<file path="src/rtl/init_seq_pkg.sv">
// constants, types and states shared by the init sequencer and gate control
package init_seq_pkg;
  // timing
  localparam int CLK_HZ = 10_000_000;
  localparam int INIT_TIME_MS = 35;
  localparam int TELEM_TIME_MS = 90;
  localparam int INIT_CYCLES = (CLK_HZ / 1000) * INIT_TIME_MS;
  localparam int TELEM_CYCLES = (CLK_HZ / 1000) * TELEM_TIME_MS;
  // serial bus addresses kept while the memory test has failed
  localparam logic [6:0] FAULT_ADDR = 7'h7c;
  localparam logic [6:0] GLOBAL_ADDR_A = 7'h5a;
  localparam logic [6:0] GLOBAL_ADDR_B = 7'h5b;
  // working memory word layout
  localparam int CFG_WORDS = 8;
  localparam int WORD_GLOBAL = 0;
  localparam int WORD_ADDR = 1;
  localparam int WORD_VOUT0 = 2;
  localparam int WORD_VOUT1 = 3;
  localparam int WORD_FREQ = 4;
  localparam int WORD_PHASE = 5;
  localparam int IGNORE_PINS_BIT = 6;
  localparam int RANGE_BIT = 12;
  localparam logic [15:0] CFG_RESET = 16'h0000;
  // configuration resistor pin order: vout0, vout1, freq, phase
  localparam int CFG_PINS = 4;
  // setpoint scaling: dac lsb 0.0625 mV, range 0 x5.5, range 1 x2.75
  localparam logic [3:0] SCALE_MUL = 4'hb;
  localparam int SCALE_SHIFT_R0 = 3;
  localparam int SCALE_SHIFT_R1 = 4;
  // consecutive peak trips that raise an overcurrent fault
  localparam int OC_TRIP_LIMIT = 4;
  // memory self test
  localparam int RAM_WORDS = 64;
  localparam int RAM_WIDTH = 16;
  localparam logic [15:0] RAM_PATTERN = 16'h5a3c;

  typedef struct packed {
    logic hsOn;
    logic lsOn;
  } gate_cmd_t;

  typedef struct packed {
    logic clkPin;
    logic pwmTrip;
    logic peakTrip;
    logic revTrip;
  } chan_sense_t;

  typedef enum logic [2:0] {
    ST_LOCKOUT = 3'b000,
    ST_SELFTEST = 3'b001,
    ST_FAULT = 3'b010,
    ST_SCAN = 3'b011,
    ST_COPY = 3'b100,
    ST_SETTLE = 3'b101,
    ST_WAIT_VIN = 3'b110,
    ST_RUN = 3'b111
  } init_state_t;

  typedef enum logic [1:0] {
    BT_WRITE = 2'b00,
    BT_CHECK = 2'b01,
    BT_WRITE_INV = 2'b10,
    BT_CHECK_INV = 2'b11
  } bist_phase_t;
endpackage

</file>
<file path="src/rtl/init_sequencer_pwm_gate_control.sv">
// power-up init sequencer with run/timebase/gpio pin control and two gate channels
// How it works
// - start init when both internal supplies good
// - reset or restore command reruns full init
// - failed ram test restricts bus addresses
// - failed ram test sets persistent memory fault
// - failed ram test blocks nonvolatile memory access
// - failed ram test holds run, timebase low
// - reset at fault address retests, resumes on pass
// - gate outputs off throughout init
// - init holds run/timebase low, gpio released
// - init scans resistors, copies nonvolatile memory
// - all resistor pins open: memory only
// - ignore-pins flag: memory except address
// - address pins not open set address part
// - init completes about 35 ms after supply
// - timebase low until input above turn-on
// - telemetry valid 90 ms after init
// - clock edge resets latch, comparator sets it
// - peak limit kills high, reverse kills low
// - repeated peak trips raise overcurrent fault
// - low side on while high off
// - discontinuous mode: low off at zero current
// - 12-bit code scaled by 5.5 or 2.75
`timescale 1ns/1ps
`default_nettype none
module init_sequencer_pwm_gate_control #(
  parameter int INIT_CYCLES = init_seq_pkg::INIT_CYCLES,
  parameter int TELEM_CYCLES = init_seq_pkg::TELEM_CYCLES,
  parameter int NVM_AW = 3
) (
  input wire logic clock,
  input wire logic sys_rst,
  // analog supervisors (asynchronous)
  input wire logic supply3v3Ok,
  input wire logic supply2v5Ok,
  input wire logic vinAboveOn,
  // decoded bus commands (same clock)
  input wire logic deviceResetCommand,
  input wire logic restoreAllCommand,
  input wire logic [6:0] commandAddr,
  // configuration resistor readout (same clock)
  input wire logic [init_seq_pkg::CFG_PINS-1:0] cfgPinOpen,
  input wire logic [init_seq_pkg::CFG_PINS-1:0][11:0] cfgPinCode,
  input wire logic [1:0] addressSelectOpen,
  input wire logic [3:0] addressSelectCode,
  // nonvolatile memory read port, data one cycle after enable
  output logic nvmReadEn,
  output logic [NVM_AW-1:0] nvmAddr,
  input wire logic [15:0] nvmReadData,
  // open-drain pins: oe low means driving low
  input wire logic [1:0] runPinIn,
  output logic [1:0] runPinOut,
  output logic [1:0] runPinOeN,
  output logic shareClkOut,
  output logic shareClkOeN,
  input wire logic [1:0] gpioDriveLow,
  output logic [1:0] gpioOut,
  output logic [1:0] gpioOeN,
  // channel sense and gate commands
  input wire init_seq_pkg::chan_sense_t [1:0] chanSense,
  input wire logic [1:0] dcmMode,
  output init_seq_pkg::gate_cmd_t [1:0] gateCmd,
  output logic [1:0] overcurrentFault,
  // status
  output logic initDone,
  output logic memFaultFlag,
  output logic busRestricted,
  output logic commandAccepted,
  output logic [6:0] deviceAddr,
  output logic telemetryValid,
  output logic [1:0][12:0] regTargetQuarterMv,
  output logic [11:0] freqCode,
  output logic [11:0] phaseCode
);
  localparam int TW = $clog2(INIT_CYCLES + TELEM_CYCLES + 1);

  init_seq_pkg::init_state_t state;
  logic [2:0] sup1;
  logic [2:0] sup2;
  logic [1:0] run1;
  logic [1:0] run2;
  logic lockoutOk;
  logic restart;
  logic addrAllowed;
  logic [TW-1:0] initTimer;
  logic [TW-1:0] telemTimer;
  logic [15:0] cmdMem [init_seq_pkg::CFG_WORDS];
  logic [NVM_AW:0] copyIdx;
  logic copyPending;
  logic [NVM_AW-1:0] copyAddr;
  logic [init_seq_pkg::CFG_PINS-1:0] pinOpen;
  logic [init_seq_pkg::CFG_PINS-1:0][11:0] pinCode;
  logic [1:0] aselOpen;
  logic [3:0] aselCode;
  logic bistStart;
  logic bistBusy;
  logic bistDone;
  logic bistFail;
  logic [1:0] chanEnable;
  logic useResistors;

  // scale a 12-bit dac code to the regulated target in quarter millivolts
  function automatic logic [12:0] scaleTarget(input logic [15:0] word);
    logic [15:0] prod;
    prod = 16'(word[11:0]) * 16'(init_seq_pkg::SCALE_MUL);
    if (word[init_seq_pkg::RANGE_BIT]) begin
      return 13'(prod >> init_seq_pkg::SCALE_SHIFT_R1);
    end
    return 13'(prod >> init_seq_pkg::SCALE_SHIFT_R0);
  endfunction

  // supervisors and run pins cross in through two flops
  always_ff @(posedge clock) begin
    if (sys_rst) begin
      sup1 <= '0;
      sup2 <= '0;
      run1 <= '0;
      run2 <= '0;
    end else begin
      sup1 <= {vinAboveOn, supply2v5Ok, supply3v3Ok};
      sup2 <= sup1;
      run1 <= runPinIn;
      run2 <= run1;
    end
  end

  assign lockoutOk = sup2[0] && sup2[1];

  // after a failed self test only the fault and global addresses answer
  always_comb begin
    addrAllowed = 1'b1;
    if (memFaultFlag) begin
      addrAllowed = (commandAddr == init_seq_pkg::FAULT_ADDR) ||
                    (commandAddr == init_seq_pkg::GLOBAL_ADDR_A) ||
                    (commandAddr == init_seq_pkg::GLOBAL_ADDR_B);
    end
  end

  assign restart = (deviceResetCommand || restoreAllCommand) && addrAllowed &&
                   state != init_seq_pkg::ST_LOCKOUT;

  // main sequence; a command restarts it from the self test
  always_ff @(posedge clock) begin
    if (sys_rst) begin
      state <= init_seq_pkg::ST_LOCKOUT;
    end else if (!lockoutOk) begin
      state <= init_seq_pkg::ST_LOCKOUT;
    end else if (restart) begin
      state <= init_seq_pkg::ST_SELFTEST;
    end else begin
      unique case (state)
        init_seq_pkg::ST_LOCKOUT: begin
          state <= init_seq_pkg::ST_SELFTEST;
        end
        init_seq_pkg::ST_SELFTEST: begin
          if (bistDone) begin
            state <= bistFail ? init_seq_pkg::ST_FAULT : init_seq_pkg::ST_SCAN;
          end
        end
        init_seq_pkg::ST_FAULT: begin
          state <= init_seq_pkg::ST_FAULT;
        end
        init_seq_pkg::ST_SCAN: begin
          state <= init_seq_pkg::ST_COPY;
        end
        init_seq_pkg::ST_COPY: begin
          if (!copyPending && copyIdx == (NVM_AW + 1)'(init_seq_pkg::CFG_WORDS)) begin
            state <= init_seq_pkg::ST_SETTLE;
          end
        end
        init_seq_pkg::ST_SETTLE: begin
          if (initTimer >= TW'(INIT_CYCLES)) begin
            state <= init_seq_pkg::ST_WAIT_VIN;
          end
        end
        init_seq_pkg::ST_WAIT_VIN: begin
          if (sup2[2]) begin
            state <= init_seq_pkg::ST_RUN;
          end
        end
        init_seq_pkg::ST_RUN: begin
          state <= init_seq_pkg::ST_RUN;
        end
      endcase
    end
  end

  // init time measured from supply lockout release
  always_ff @(posedge clock) begin
    if (sys_rst || state == init_seq_pkg::ST_LOCKOUT || restart) begin
      initTimer <= '0;
    end else if (state != init_seq_pkg::ST_WAIT_VIN && state != init_seq_pkg::ST_RUN &&
                 initTimer < TW'(INIT_CYCLES)) begin
      initTimer <= initTimer + 1'b1;
    end
  end

  // telemetry round-robin pass must finish before readback is trusted
  always_ff @(posedge clock) begin
    if (sys_rst || !lockoutOk || restart ||
        !(state == init_seq_pkg::ST_WAIT_VIN || state == init_seq_pkg::ST_RUN)) begin
      telemTimer <= '0;
      telemetryValid <= 1'b0;
    end else if (telemTimer < TW'(TELEM_CYCLES)) begin
      telemTimer <= telemTimer + 1'b1;
    end else begin
      telemetryValid <= 1'b1;
    end
  end

  // self test launch pulse on entry
  always_ff @(posedge clock) begin
    if (sys_rst) begin
      bistStart <= 1'b0;
    end else begin
      bistStart <= (state == init_seq_pkg::ST_LOCKOUT && lockoutOk) || restart;
    end
  end

  ram_self_test u_bist (
    .clock(clock),
    .sys_rst(sys_rst),
    .start(bistStart),
    .busy(bistBusy),
    .done(bistDone),
    .fail(bistFail)
  );

  // fault flag holds until a later self test passes; a new failure wins
  always_ff @(posedge clock) begin
    if (sys_rst) begin
      memFaultFlag <= 1'b0;
    end else if (bistDone && bistFail) begin
      memFaultFlag <= 1'b1;
    end else if (bistDone) begin
      memFaultFlag <= 1'b0;
    end
  end

  assign busRestricted = memFaultFlag;

  // command acknowledge, registered
  always_ff @(posedge clock) begin
    if (sys_rst) begin
      commandAccepted <= 1'b0;
    end else begin
      commandAccepted <= restart;
    end
  end

  // resistor pins sampled once per init
  always_ff @(posedge clock) begin
    if (sys_rst) begin
      pinOpen <= '1;
      pinCode <= '0;
      aselOpen <= 2'h3;
      aselCode <= 4'h0;
    end else if (state == init_seq_pkg::ST_SCAN) begin
      pinOpen <= cfgPinOpen;
      pinCode <= cfgPinCode;
      aselOpen <= addressSelectOpen;
      aselCode <= addressSelectCode;
    end
  end

  assign copyAddr = copyIdx[NVM_AW-1:0];

  // nvm copy: one read every other cycle, data lands one cycle later; never in fault
  always_ff @(posedge clock) begin
    if (sys_rst || state != init_seq_pkg::ST_COPY || memFaultFlag) begin
      copyIdx <= '0;
      copyPending <= 1'b0;
      nvmReadEn <= 1'b0;
      nvmAddr <= '0;
    end else begin
      copyPending <= nvmReadEn;
      if (copyIdx != (NVM_AW + 1)'(init_seq_pkg::CFG_WORDS) && !nvmReadEn) begin
        nvmReadEn <= 1'b1;
        nvmAddr <= copyAddr;
      end else begin
        nvmReadEn <= 1'b0;
        if (nvmReadEn) begin
          copyIdx <= copyIdx + 1'b1;
        end
      end
    end
  end

  // working command memory; cleared when a fresh init begins
  always_ff @(posedge clock) begin
    if (sys_rst || bistStart) begin
      for (int i = 0; i < init_seq_pkg::CFG_WORDS; i++) begin
        cmdMem[i] <= init_seq_pkg::CFG_RESET;
      end
    end else if (copyPending) begin
      cmdMem[nvmAddr] <= nvmReadData;
    end
  end

  // resistors count only if some pin is fitted and the ignore flag is clear
  assign useResistors = !(&pinOpen) &&
    !cmdMem[init_seq_pkg::WORD_GLOBAL][init_seq_pkg::IGNORE_PINS_BIT];

  // configuration outputs, resistor value where fitted and allowed
  always_ff @(posedge clock) begin
    if (sys_rst) begin
      regTargetQuarterMv <= '0;
      freqCode <= 12'h000;
      phaseCode <= 12'h000;
    end else begin
      for (int c = 0; c < 2; c++) begin
        if (useResistors && !pinOpen[c]) begin
          regTargetQuarterMv[c] <= scaleTarget({cmdMem[init_seq_pkg::WORD_VOUT0 + c][15:12],
                                                pinCode[c]});
        end else begin
          regTargetQuarterMv[c] <= scaleTarget(cmdMem[init_seq_pkg::WORD_VOUT0 + c]);
        end
      end
      freqCode <= (useResistors && !pinOpen[2]) ? pinCode[2] :
                  cmdMem[init_seq_pkg::WORD_FREQ][11:0];
      phaseCode <= (useResistors && !pinOpen[3]) ? pinCode[3] :
                   cmdMem[init_seq_pkg::WORD_PHASE][11:0];
    end
  end

  // address pins override the low nibble unless both are open, ignore flag or not
  always_ff @(posedge clock) begin
    if (sys_rst) begin
      deviceAddr <= 7'h00;
    end else if (memFaultFlag) begin
      deviceAddr <= init_seq_pkg::FAULT_ADDR;
    end else if (aselOpen != 2'h3) begin
      deviceAddr <= {cmdMem[init_seq_pkg::WORD_ADDR][6:4], aselCode};
    end else begin
      deviceAddr <= cmdMem[init_seq_pkg::WORD_ADDR][6:0];
    end
  end

  // pin control: run and timebase held low until running, gpio released during init
  always_ff @(posedge clock) begin
    if (sys_rst) begin
      runPinOut <= 2'h0;
      runPinOeN <= 2'h0;
      shareClkOut <= 1'b0;
      shareClkOeN <= 1'b0;
      gpioOut <= 2'h0;
      gpioOeN <= 2'h3;
      initDone <= 1'b0;
    end else begin
      runPinOut <= 2'h0;
      shareClkOut <= 1'b0;
      gpioOut <= 2'h0;
      initDone <= state == init_seq_pkg::ST_WAIT_VIN || state == init_seq_pkg::ST_RUN;
      if (state == init_seq_pkg::ST_RUN && !restart) begin
        runPinOeN <= 2'h3;
        shareClkOeN <= 1'b1;
        gpioOeN <= ~gpioDriveLow;
      end else begin
        runPinOeN <= 2'h0;
        shareClkOeN <= 1'b0;
        gpioOeN <= (state == init_seq_pkg::ST_WAIT_VIN) ? ~gpioDriveLow : 2'h3;
      end
    end
  end

  // gates run only after init with the run pin high
  assign chanEnable = (state == init_seq_pkg::ST_RUN) ? run2 : 2'h0;

  for (genvar g = 0; g < 2; g++) begin : g_chan
    pwm_gate_channel u_chan (
      .clock(clock),
      .sys_rst(sys_rst),
      .sense(chanSense[g]),
      .enable(chanEnable[g]),
      .dcmMode(dcmMode[g]),
      .gate(gateCmd[g]),
      .ocFault(overcurrentFault[g])
    );
  end
endmodule
`default_nettype wire

</file>
<file path="src/rtl/ram_self_test.sv">
// working ram with a write/compare march self test
`timescale 1ns/1ps
`default_nettype none
module ram_self_test #(
  parameter int WORDS = init_seq_pkg::RAM_WORDS,
  parameter int WIDTH = init_seq_pkg::RAM_WIDTH
) (
  input wire logic clock,
  input wire logic sys_rst,
  input wire logic start,
  output logic busy,
  output logic done,
  output logic fail
);
  localparam int AW = $clog2(WORDS);
  logic [WIDTH-1:0] mem [WORDS];
  logic [AW-1:0] addr;
  init_seq_pkg::bist_phase_t phase;

  // address-dependent pattern so stuck address lines show up
  function automatic logic [WIDTH-1:0] pattern(input logic [AW-1:0] a, input logic inv);
    logic [WIDTH-1:0] p;
    p = init_seq_pkg::RAM_PATTERN[WIDTH-1:0] ^ WIDTH'(a);
    return inv ? ~p : p;
  endfunction

  // march: write all, check all, write inverse, check inverse
  always_ff @(posedge clock) begin
    if (sys_rst) begin
      busy <= 1'b0;
      done <= 1'b0;
      fail <= 1'b0;
      addr <= '0;
      phase <= init_seq_pkg::BT_WRITE;
    end else begin
      done <= 1'b0;
      if (start) begin
        busy <= 1'b1;
        fail <= 1'b0;
        addr <= '0;
        phase <= init_seq_pkg::BT_WRITE;
      end else if (busy) begin
        if (phase == init_seq_pkg::BT_WRITE || phase == init_seq_pkg::BT_WRITE_INV) begin
          mem[addr] <= pattern(addr, phase[1]);
        end else if (mem[addr] != pattern(addr, phase[1])) begin
          fail <= 1'b1;
        end
        addr <= addr + 1'b1;
        if (addr == AW'(WORDS - 1)) begin
          addr <= '0;
          phase <= init_seq_pkg::bist_phase_t'(phase + 2'b01);
          if (phase == init_seq_pkg::BT_CHECK_INV) begin
            busy <= 1'b0;
            done <= 1'b1;
          end
        end
      end
    end
  end
endmodule
`default_nettype wire

</file>
<file path="src/rtl/pwm_gate_channel.sv">
// per-channel pwm latch and high/low side gate command
`timescale 1ns/1ps
`default_nettype none
module pwm_gate_channel #(
  parameter int TRIP_LIMIT = init_seq_pkg::OC_TRIP_LIMIT
) (
  input wire logic clock,
  input wire logic sys_rst,
  input wire init_seq_pkg::chan_sense_t sense,
  input wire logic enable,
  input wire logic dcmMode,
  output init_seq_pkg::gate_cmd_t gate,
  output logic ocFault
);
  init_seq_pkg::chan_sense_t s1;
  init_seq_pkg::chan_sense_t s2;
  logic clkPrev;
  logic latch;
  logic lsBlock;
  logic tripSeen;
  logic [$clog2(TRIP_LIMIT+1)-1:0] tripCount;
  logic clkEdge;
  logic next_latch;
  logic next_lsBlock;

  // comparator and clock pins come from the analog side
  always_ff @(posedge clock) begin
    if (sys_rst) begin
      s1 <= '0;
      s2 <= '0;
      clkPrev <= 1'b0;
    end else begin
      s1 <= sense;
      s2 <= s1;
      clkPrev <= s2.clkPin;
    end
  end

  assign clkEdge = s2.clkPin && !clkPrev;

  // clock edge resets, comparator sets; peak limit overrides the set
  always_comb begin
    next_latch = latch;
    next_lsBlock = lsBlock;
    if (clkEdge) begin
      next_latch = 1'b0;
      next_lsBlock = 1'b0;
    end else if (s2.pwmTrip) begin
      next_latch = 1'b1;
      next_lsBlock = 1'b0;
    end
    if (s2.peakTrip) begin
      next_latch = 1'b0;
    end
    if (s2.revTrip && !next_latch) begin
      next_lsBlock = 1'b1;
    end
    if (!dcmMode && !s2.revTrip && !s2.peakTrip && !clkEdge && s2.pwmTrip) begin
      next_lsBlock = 1'b0;
    end
    if (!enable) begin
      next_latch = 1'b0;
      next_lsBlock = 1'b1;
    end
  end

  // gate outputs straight from flops, never both on
  always_ff @(posedge clock) begin
    if (sys_rst) begin
      latch <= 1'b0;
      lsBlock <= 1'b1;
      gate <= '0;
    end else begin
      latch <= next_latch;
      lsBlock <= next_lsBlock;
      gate.hsOn <= next_latch;
      gate.lsOn <= !next_latch && !next_lsBlock;
    end
  end

  // one trip per switching cycle counts; a clean cycle clears the run
  always_ff @(posedge clock) begin
    if (sys_rst || !enable) begin
      tripSeen <= 1'b0;
      tripCount <= '0;
      ocFault <= 1'b0;
    end else begin
      if (s2.peakTrip) begin
        tripSeen <= 1'b1;
      end
      if (clkEdge) begin
        tripSeen <= 1'b0;
        if (!tripSeen) begin
          tripCount <= '0;
        end else if (tripCount != TRIP_LIMIT[$bits(tripCount)-1:0]) begin
          tripCount <= tripCount + 1'b1;
        end
      end
      if (tripCount == TRIP_LIMIT[$bits(tripCount)-1:0]) begin
        ocFault <= 1'b1;
      end
    end
  end
endmodule
`default_nettype wire

</file>
<file path="config.mk">
export PLATFORM = sky130hd
export DESIGN_NAME = init_sequencer_pwm_gate_control
export DESIGN_NICKNAME = d
export VERILOG_FILES = /design/src/rtl/init_seq_pkg.sv /design/src/rtl/init_sequencer_pwm_gate_control.sv /design/src/rtl/ram_self_test.sv /design/src/rtl/pwm_gate_channel.sv
export SDC_FILE = /design/constraint.sdc
export NUM_CORES = 1
export LEC_CHECK = 0
export BUFFER_PORTS_ARGS = -buffer_cell sky130_fd_sc_hd__buf_2
export CAP_MARGIN = 20
export CORE_UTILIZATION = 60
export CTS_CLUSTER_SIZE = 30
export DETAILED_ROUTE_END_ITERATION = 7
export GPL_TIMING_DRIVEN = 1
export PLACE_DENSITY = 0.78
export SLEW_MARGIN = 15
export SYNTH_ARGS = -nofsm -noshare
export SYNTH_HDL_FRONTEND = slang
export SYNTH_SLANG_ARGS = --single-unit
export TNS_END_PERCENT = 20
</file>
<file path="constraint.sdc">
create_clock -name clock -period 5.5 [get_ports clock]
set_input_delay 0 -clock clock [delete_from_list [all_inputs] [get_ports clock]]
set_output_delay 0 -clock clock [all_outputs]
set_load 0.005 [all_outputs]
</file>
==> flow_summary.ini, run 1 <==
[run]
drv_cap = 0

[worst_setup_path]
crit_buf_inv = 2
startpoint_type = flip-flop
cp.required_ns = 6.01
critPathCaptureType = flip-flop
reg2regPathDepth = 13
crit_path_max_fanout = 5
crit_path_cell_trace = ha_1 > inv_1 > fa_1 > inv_1 > ha_1 > nand3_1 > a2111oi_0 > nor3_1 > nor3_1 > a21oi_1 > xnor2_1 > a211o_1 > and3_1
crit_start = pinCode[19]
path_class = flip-flop to flip-flop
worstPathArrival_ns = 4.36
r2r_setup_slack_ns = 1.64
cpPeakStageDelay_ns = 0.75
crit_family = adder cells
crit-reg2reg-launch = pinCode[19]
cp_slowest_cell = a2111oi_0
rr_endpoint = regTargetQuarterMv[23]

[clocking]
clock_latency_ns = 0.64
cts_tree = yes
cts_setup_buffers = 0
cts_buffers = 81
clkTransAtPathRegs_ns = 0.06
h-tree-depth = 3
cts_root_buf = clkbuf_16
holdBufCountCts = 114
ctsLongestPathBuffers = 3
clock_sinks = 808
cts_resized = 0

[timing]
fin_tns_setup_ns = 0
post-route-period-util_pct = 70.14
worst_slew_pin_slew_ns = 1.088
setup_violations = 0
finalMaxSlewViolations = 0
hold_ws_ns = 0.07106
final-hold-violation-count = 0
fmax_mhz = 259.2
finClkSkew_ns = 0.02390
fin_crit_ns = 3.858
rsz0062_at_grt = false
worst_slew_margin_rel_pct = 27.09

[min_path]
whs_endpoint = state[2]
holdPathStages = 5
min_path_type = primary input to flip-flop
holdCritStartpoint = commandAddr[4]

[floorplan]
start_util_pct = 61.05
rows = 88
dieHeight_um = 245.0
core_area_um2 = 58030
ios = 184
die_w_um = 245.0
dieArea_um2 = 60010

[synth]
yosysMostFrequentCell = edfxtp_1
yosys_warnings = 0
async_reset_ff_share_pct = 0
synth_ff_type = edfxtp_1
yosysTopAreaCellShare_pct = 48.32
syn_inst = 2686
synthTopCellsByArea = edfxtp_1, dfxtp_1, mux4_2
netlist_area_um2 = 35420
ys_seq_area_share_pct = 61.77
ys_types = 75
syn_avg_cell_area_um2 = 13.19
synth_top_area_cell = edfxtp_1
ys_top_cells_by_count = edfxtp_1, nand2_1, dfxtp_1, nor2_1, inv_1
synth_edf_count = 570
ys_ff_latch = 808

[placed_design]
place.gp.congestion = 0.8957
dp_cells = 3526
dpl_cell_area_um2 = 36970
io_buffers = 173
detailed_place_hpwl_um = 54590

[outcome]
status = finished, final reports clean

[grt]
grt_max_degree = 83
grt_pass1_wl_um = 130200
grt_pass1_vias = 23280
grt_antenna_before_repair = 1
overflow = 0
grt.total_usage_pct = 28.59

[power]
swShare_pct = 21.20
p_leak_nw = 14.68
p_int_mw = 9.827
power.clock.fraction_pct = 43.0
switchingPower_mw = 2.643
power.density_nw_per_um2 = 306.3
vdd_drop_max_mv = 0.2986
p_seq_share_pct = 52.4
power_frac_comb_pct = 4.6
power_mw = 12.47

[finish]
num-nets-final = 3215
drive_gt1_share_pct = 15.53
antenna-diode-count = 0
area_growth_syn_to_layout_pct = 14.92
instances_no_fill = 3791
finalInstanceArea_um2 = 40710

[drt]
postRouteAntennaNets = 0
drc = 0
drtIter0Drc = 1952
wire_per_inst_um = 22.45
via_per_inst = 6.039
drtPass1Iterations = 6
dr_total_vias = 22890
wl_um = 85100
==> through the flow <==
step                util (%)  setup WS [ns]
CTS                    70.12          1.711
finish                 70.16          1.642
floorplan                  -          1.403
global placement       63.71          1.787
detailed placement     63.71          1.783
global route           70.16          1.401
==> worst max-delay path by stage <==
stage                             endpoint  slack, ns  cells past startpoint
floorplan                      u_bist.fail       1.40                      7
global placement    regTargetQuarterMv[23]       1.79                     13
detailed placement  regTargetQuarterMv[23]       1.78                     13
CTS                 regTargetQuarterMv[23]       1.71                     13
global route        regTargetQuarterMv[23]       1.40                     13
finish              regTargetQuarterMv[23]       1.64                     13
==> kinds of logic after synthesis <==
family	synth area share (%)
other cells	0.01059
compound gates	6.453
simple gates	10.34
xor+xnor	2.052
flops	61.77
fa+ha+maj	6.167
mux	9.530
buf+inv	3.681
==> metal layers <==
layer,up-vias,wire length (µm),GRT usage (%)
met3,215,6704,5.117
met1,11310,32800,36.11
li1,10290,-,-
met4,0,3191,11.60
met5,-,0,0
met2,1079,42400,48.88
==> power by group through the flow <==
stage / sequential [mW] / clock (mW) / combinational, mW
2_1_floorplan: 6.66 / 0 / 0.320
3_3_place_gp: 6.66 / 0 / 0.480
3_5_place_dp: 6.66 / 0 / 0.494
4_1_cts: 6.53 / 5.40 / 0.556
5_1_grt: 6.54 / 5.64 / 0.622
6_report: 6.54 / 5.36 / 0.569
==> layout make-up <==
type	instances	area, µm²
inverters	181	679.4
multi-input cells	1571	12330
repair buffers	317	2276
clock inverters	36	327.8
clock buffers	113	2248
flip-flops and latches	808	21890
fillers	3686	17320
well taps	765	957.2
==> worst register-to-register path: cells and delay by family, from the launching register on <==
| family | cells | cell delay [ns] |
|---|---|---|
| flops | 1 | 0.35 |
| buf+inv | 2 | 0.10 |
| simple gates | 4 | 0.78 |
| fa+ha+maj | 3 | 1.18 |
| xor+xnor | 1 | 0.16 |
| compound gates | 3 | 1.18 |
==> sequential cells by signal, summed over array words and instances (netlist names), 3 cells and up, named ones only <==
name / cells
regTargetQuarterMv: 26
freqCode: 12
initTimer: 21
phaseCode: 12
deviceAddr: 7
g_chan.u_chan.s2: 8
copyIdx: 4
g_chan.u_chan.tripCount: 6
sup2: 3
nvmAddr: 3
state: 3
cmdMem: 58
sup1: 3
aselCode: 4
g_chan.u_chan.gate: 3
pinOpen: 4
u_bist.mem: 512
pinCode: 48
telemTimer: 21
u_bist.addr: 6
g_chan.u_chan.s1: 8
==> placed cells by master, fill, tap and decap left out, types with 36 or more instances in the layout <==
cell type | netlist | layout
edfxtp_1 | 570 | 570
nand2_1 | 249 | 249
dfxtp_1 | 238 | 235
nor2_1 | 208 | 207
inv_1 | 177 | 176
buf_2 | 22 | 172
a21oi_1 | 154 | 154
ha_1 | 117 | 117
mux4_2 | 114 | 114
dlygate4sd3_1 | 0 | 114
clkbuf_16 | 0 | 82
mux2i_1 | 74 | 74
and2_1 | 70 | 70
xnor2_1 | 50 | 46
nor3_1 | 43 | 43
nand3_1 | 43 | 43
nor2b_1 | 42 | 42
o21ai_0 | 42 | 41
fa_1 | 36 | 36
No activity file was read; power rests on OpenSTA's default activity.
==> inputs of run 2 (changes only) <==
- ABC_AREA: default -> 1
- CORE_UTILIZATION: 60 -> 56
- PLACE_DENSITY: 0.78 -> 0.77
- clock period: 5.5 -> 3.52 ns (I/O delays scaled with it)
==> run 2 against run 1 <==
Net effect:
- sequential power is 56% higher
- core utilization is 4.2 points lower
- cell area is 3.0% higher
- clock power is 70% higher
- setup slack worse by 1.4 ns
- first-iteration DRC count is 34% higher
- fmax is 19% higher
- combinational power is 58% higher
- non-clock buffer count is 11 higher
- highest routed layer unchanged
==> flow_summary.ini, run 2 <==
[power]
vdd_drop_max_mv = 0.4932
power_frac_comb_pct = 4.5
power_mw = 20.22
power.clock.fraction_pct = 45.1
power.density_nw_per_um2 = 482.3
p_seq_share_pct = 50.5
swShare_pct = 21.49
p_leak_nw = 16.55
p_int_mw = 15.87
switchingPower_mw = 4.345

[finish]
instances_no_fill = 4904
num-nets-final = 4246
post-route-util_pct = 65.97
regMostFlops = u_bist.mem
area_growth_syn_to_layout_pct = 15.41
largest_register_ffs = 512
layout_commonest_cell = nand2_1
final_cell_mix = nand2_1, edfxtp_1, nand3_1, inv_1, nor2_1
drive_gt1_share_pct = 9.835
top_regs = u_bist.mem: 512 flops, cmdMem: 58 flops, pinCode: 48 flops

[drt]
drtPass1Iterations = 6
dr_total_vias = 27470
via_per_inst = 5.602
wire_per_inst_um = 18.16
wl_um = 89050
drc = 0
drtIter0Drc = 2611
postRouteAntennaNets = 0

[floorplan]
dieArea_um2 = 65880
start_util_pct = 57.16
ios = 184
rows = 92
die_w_um = 256.7
dieHeight_um = 256.7
core_area_um2 = 63540

[timing]
worst_slew_margin_rel_pct = 30.73
fin_tns_setup_ns = 0
fin_crit_ns = 3.253
finalMaxSlewViolations = 0
worst_slew_pin_slew_ns = 1.038
finalWorstSetupSlack_ns = 0.2665
post-route-period-util_pct = 92.43
final-hold-violation-count = 0
finClkSkew_ns = 0.02841
rsz0062_at_grt = false
fmax_mhz = 307.4
setup_violations = 0

[grt]
overflow = 0
grt_pass1_vias = 26770
grt_pass1_wl_um = 140500
grt_max_degree = 154
grt.total_usage_pct = 26.82
grt_antenna_before_repair = 2

[worst_setup_path]
startpoint_type = flip-flop
critPathCaptureType = flip-flop
path_class = flip-flop to flip-flop
worstPathArrival_ns = 3.49
crit_path_max_fanout = 19
cp.required_ns = 3.76

[synth]
synthTopCellsByArea = edfxtp_1, dfxtp_1, nand2_1
synth_top_area_cell = edfxtp_1
yosysMostFrequentCell = nand2_1
ys_seq_area_share_pct = 60.25
yosys_warnings = 0
ys_ff_latch = 808
netlist_area_um2 = 36320
syn_inst = 3747
ys_types = 51
synth_edf_count = 570
syn_avg_cell_area_um2 = 9.693
yosysTopAreaCellShare_pct = 47.13
ys_top_cells_by_count = nand2_1, edfxtp_1, nand3_1, inv_1, nor2_1
synth_ff_type = edfxtp_1
async_reset_ff_share_pct = 0

[run]
drv_cap = 0

[clocking]
clock_latency_ns = 0.64
cts_tree = yes
clkTransAtPathRegs_ns = 0.07
h-tree-depth = 3
ctsLongestPathBuffers = 3
cts_root_buf = clkbuf_16
clock_sinks = 808
cts_buffers = 82

[placed_design]
preCtsSetupSlack_ns = 0.3971
dp_cells = 4648
place.gp.congestion = 0.8791
detailed_place_hpwl_um = 53140
io_buffers = 173

[min_path]
min_path_type = primary input to flip-flop

[outcome]
status = finished, final reports clean
run 2: power by group through the flow:
stage | clock [mW] | combinational (mW) | sequential [mW]
global placement | 0 | 0.762 | 10.4
finish | 9.11 | 0.901 | 10.2
CTS | 9.20 | 0.879 | 10.2
floorplan | 0 | 0.519 | 10.4
detailed placement | 0 | 0.783 | 10.4
global route | 9.57 | 1.01 | 10.2
run 2: metal layers:
layer	routed length, µm	global-route usage (%)	vias up
met1	35450	34.48	13000
met2	43440	44.43	1131
met5	0	0	-
met3	6030	4.359	268
met4	4130	12.70	0
li1	-	-	13070
run 2: logic make-up after synthesis:
group / Yosys count / share of synthesized area (%)
AO/OA/AOI/OAI: 392 / 5.781
flip-flops: 808 / 60.25
other: 1 / 0.01032
adder cells (fa/ha/maj): 153 / 6.015
XOR/XNOR: 18 / 0.4341
buffers and inverters: 553 / 6.225
AND/OR/NAND/NOR: 1822 / 21.29
run 2: metrics by stage:
step	hold slack (ns)	instance area (µm²)
after floorplan	0.09895	36340
after global placement	0.2068	38010
after detailed placement	0.2050	38020
after CTS	0.07762	41900
after global routing	0.1020	41920
final	0.1169	41920
run 2: what timing repair did:
action | in CTS | in global routing
gates resized for setup | 0 | 1
buffers inserted | 0 | 1
hold endpoints to repair | 170 | 0
hold buffers | 104 | 0
setup endpoints to repair | 0 | 1
run 2: final cells by class:
type | instances | area, µm²
Tap cell | 846 | 1059
Timing Repair Buffer | 328 | 2431
Sequential cell | 808 | 21890
Fill cell | 4648 | 21620
Clock inverter | 48 | 621.8
Clock buffer | 102 | 2222
Inverter | 381 | 1438
Multi-Input combinational cell | 2390 | 12250
Antenna cell | 1 | 2.502
run 2: worst paths after layout:
check | start | end | slack [ns] | depth (start not counted)
hold / removal | cfgPinOpen[2] | pinOpen[2] | 0.12 | 4
setup / recovery | u_bist.phase[1] | u_bist.mem[24][2] | 0.27 | 5
hold reg to reg | g_chan[1].u_chan.s1[1] | g_chan[1].u_chan.s2[1] | 0.40 | 2
setup reg to reg | u_bist.phase[1] | u_bist.mem[24][2] | 0.27 | 5
run 2: critical path: stages (launching register included):
cell and delay (ns):
dfxtp_4 0.48, ha_1 0.21, nor2_1 0.06, nor4_1 0.52, nand3_1 0.73, nor2_1 0.86
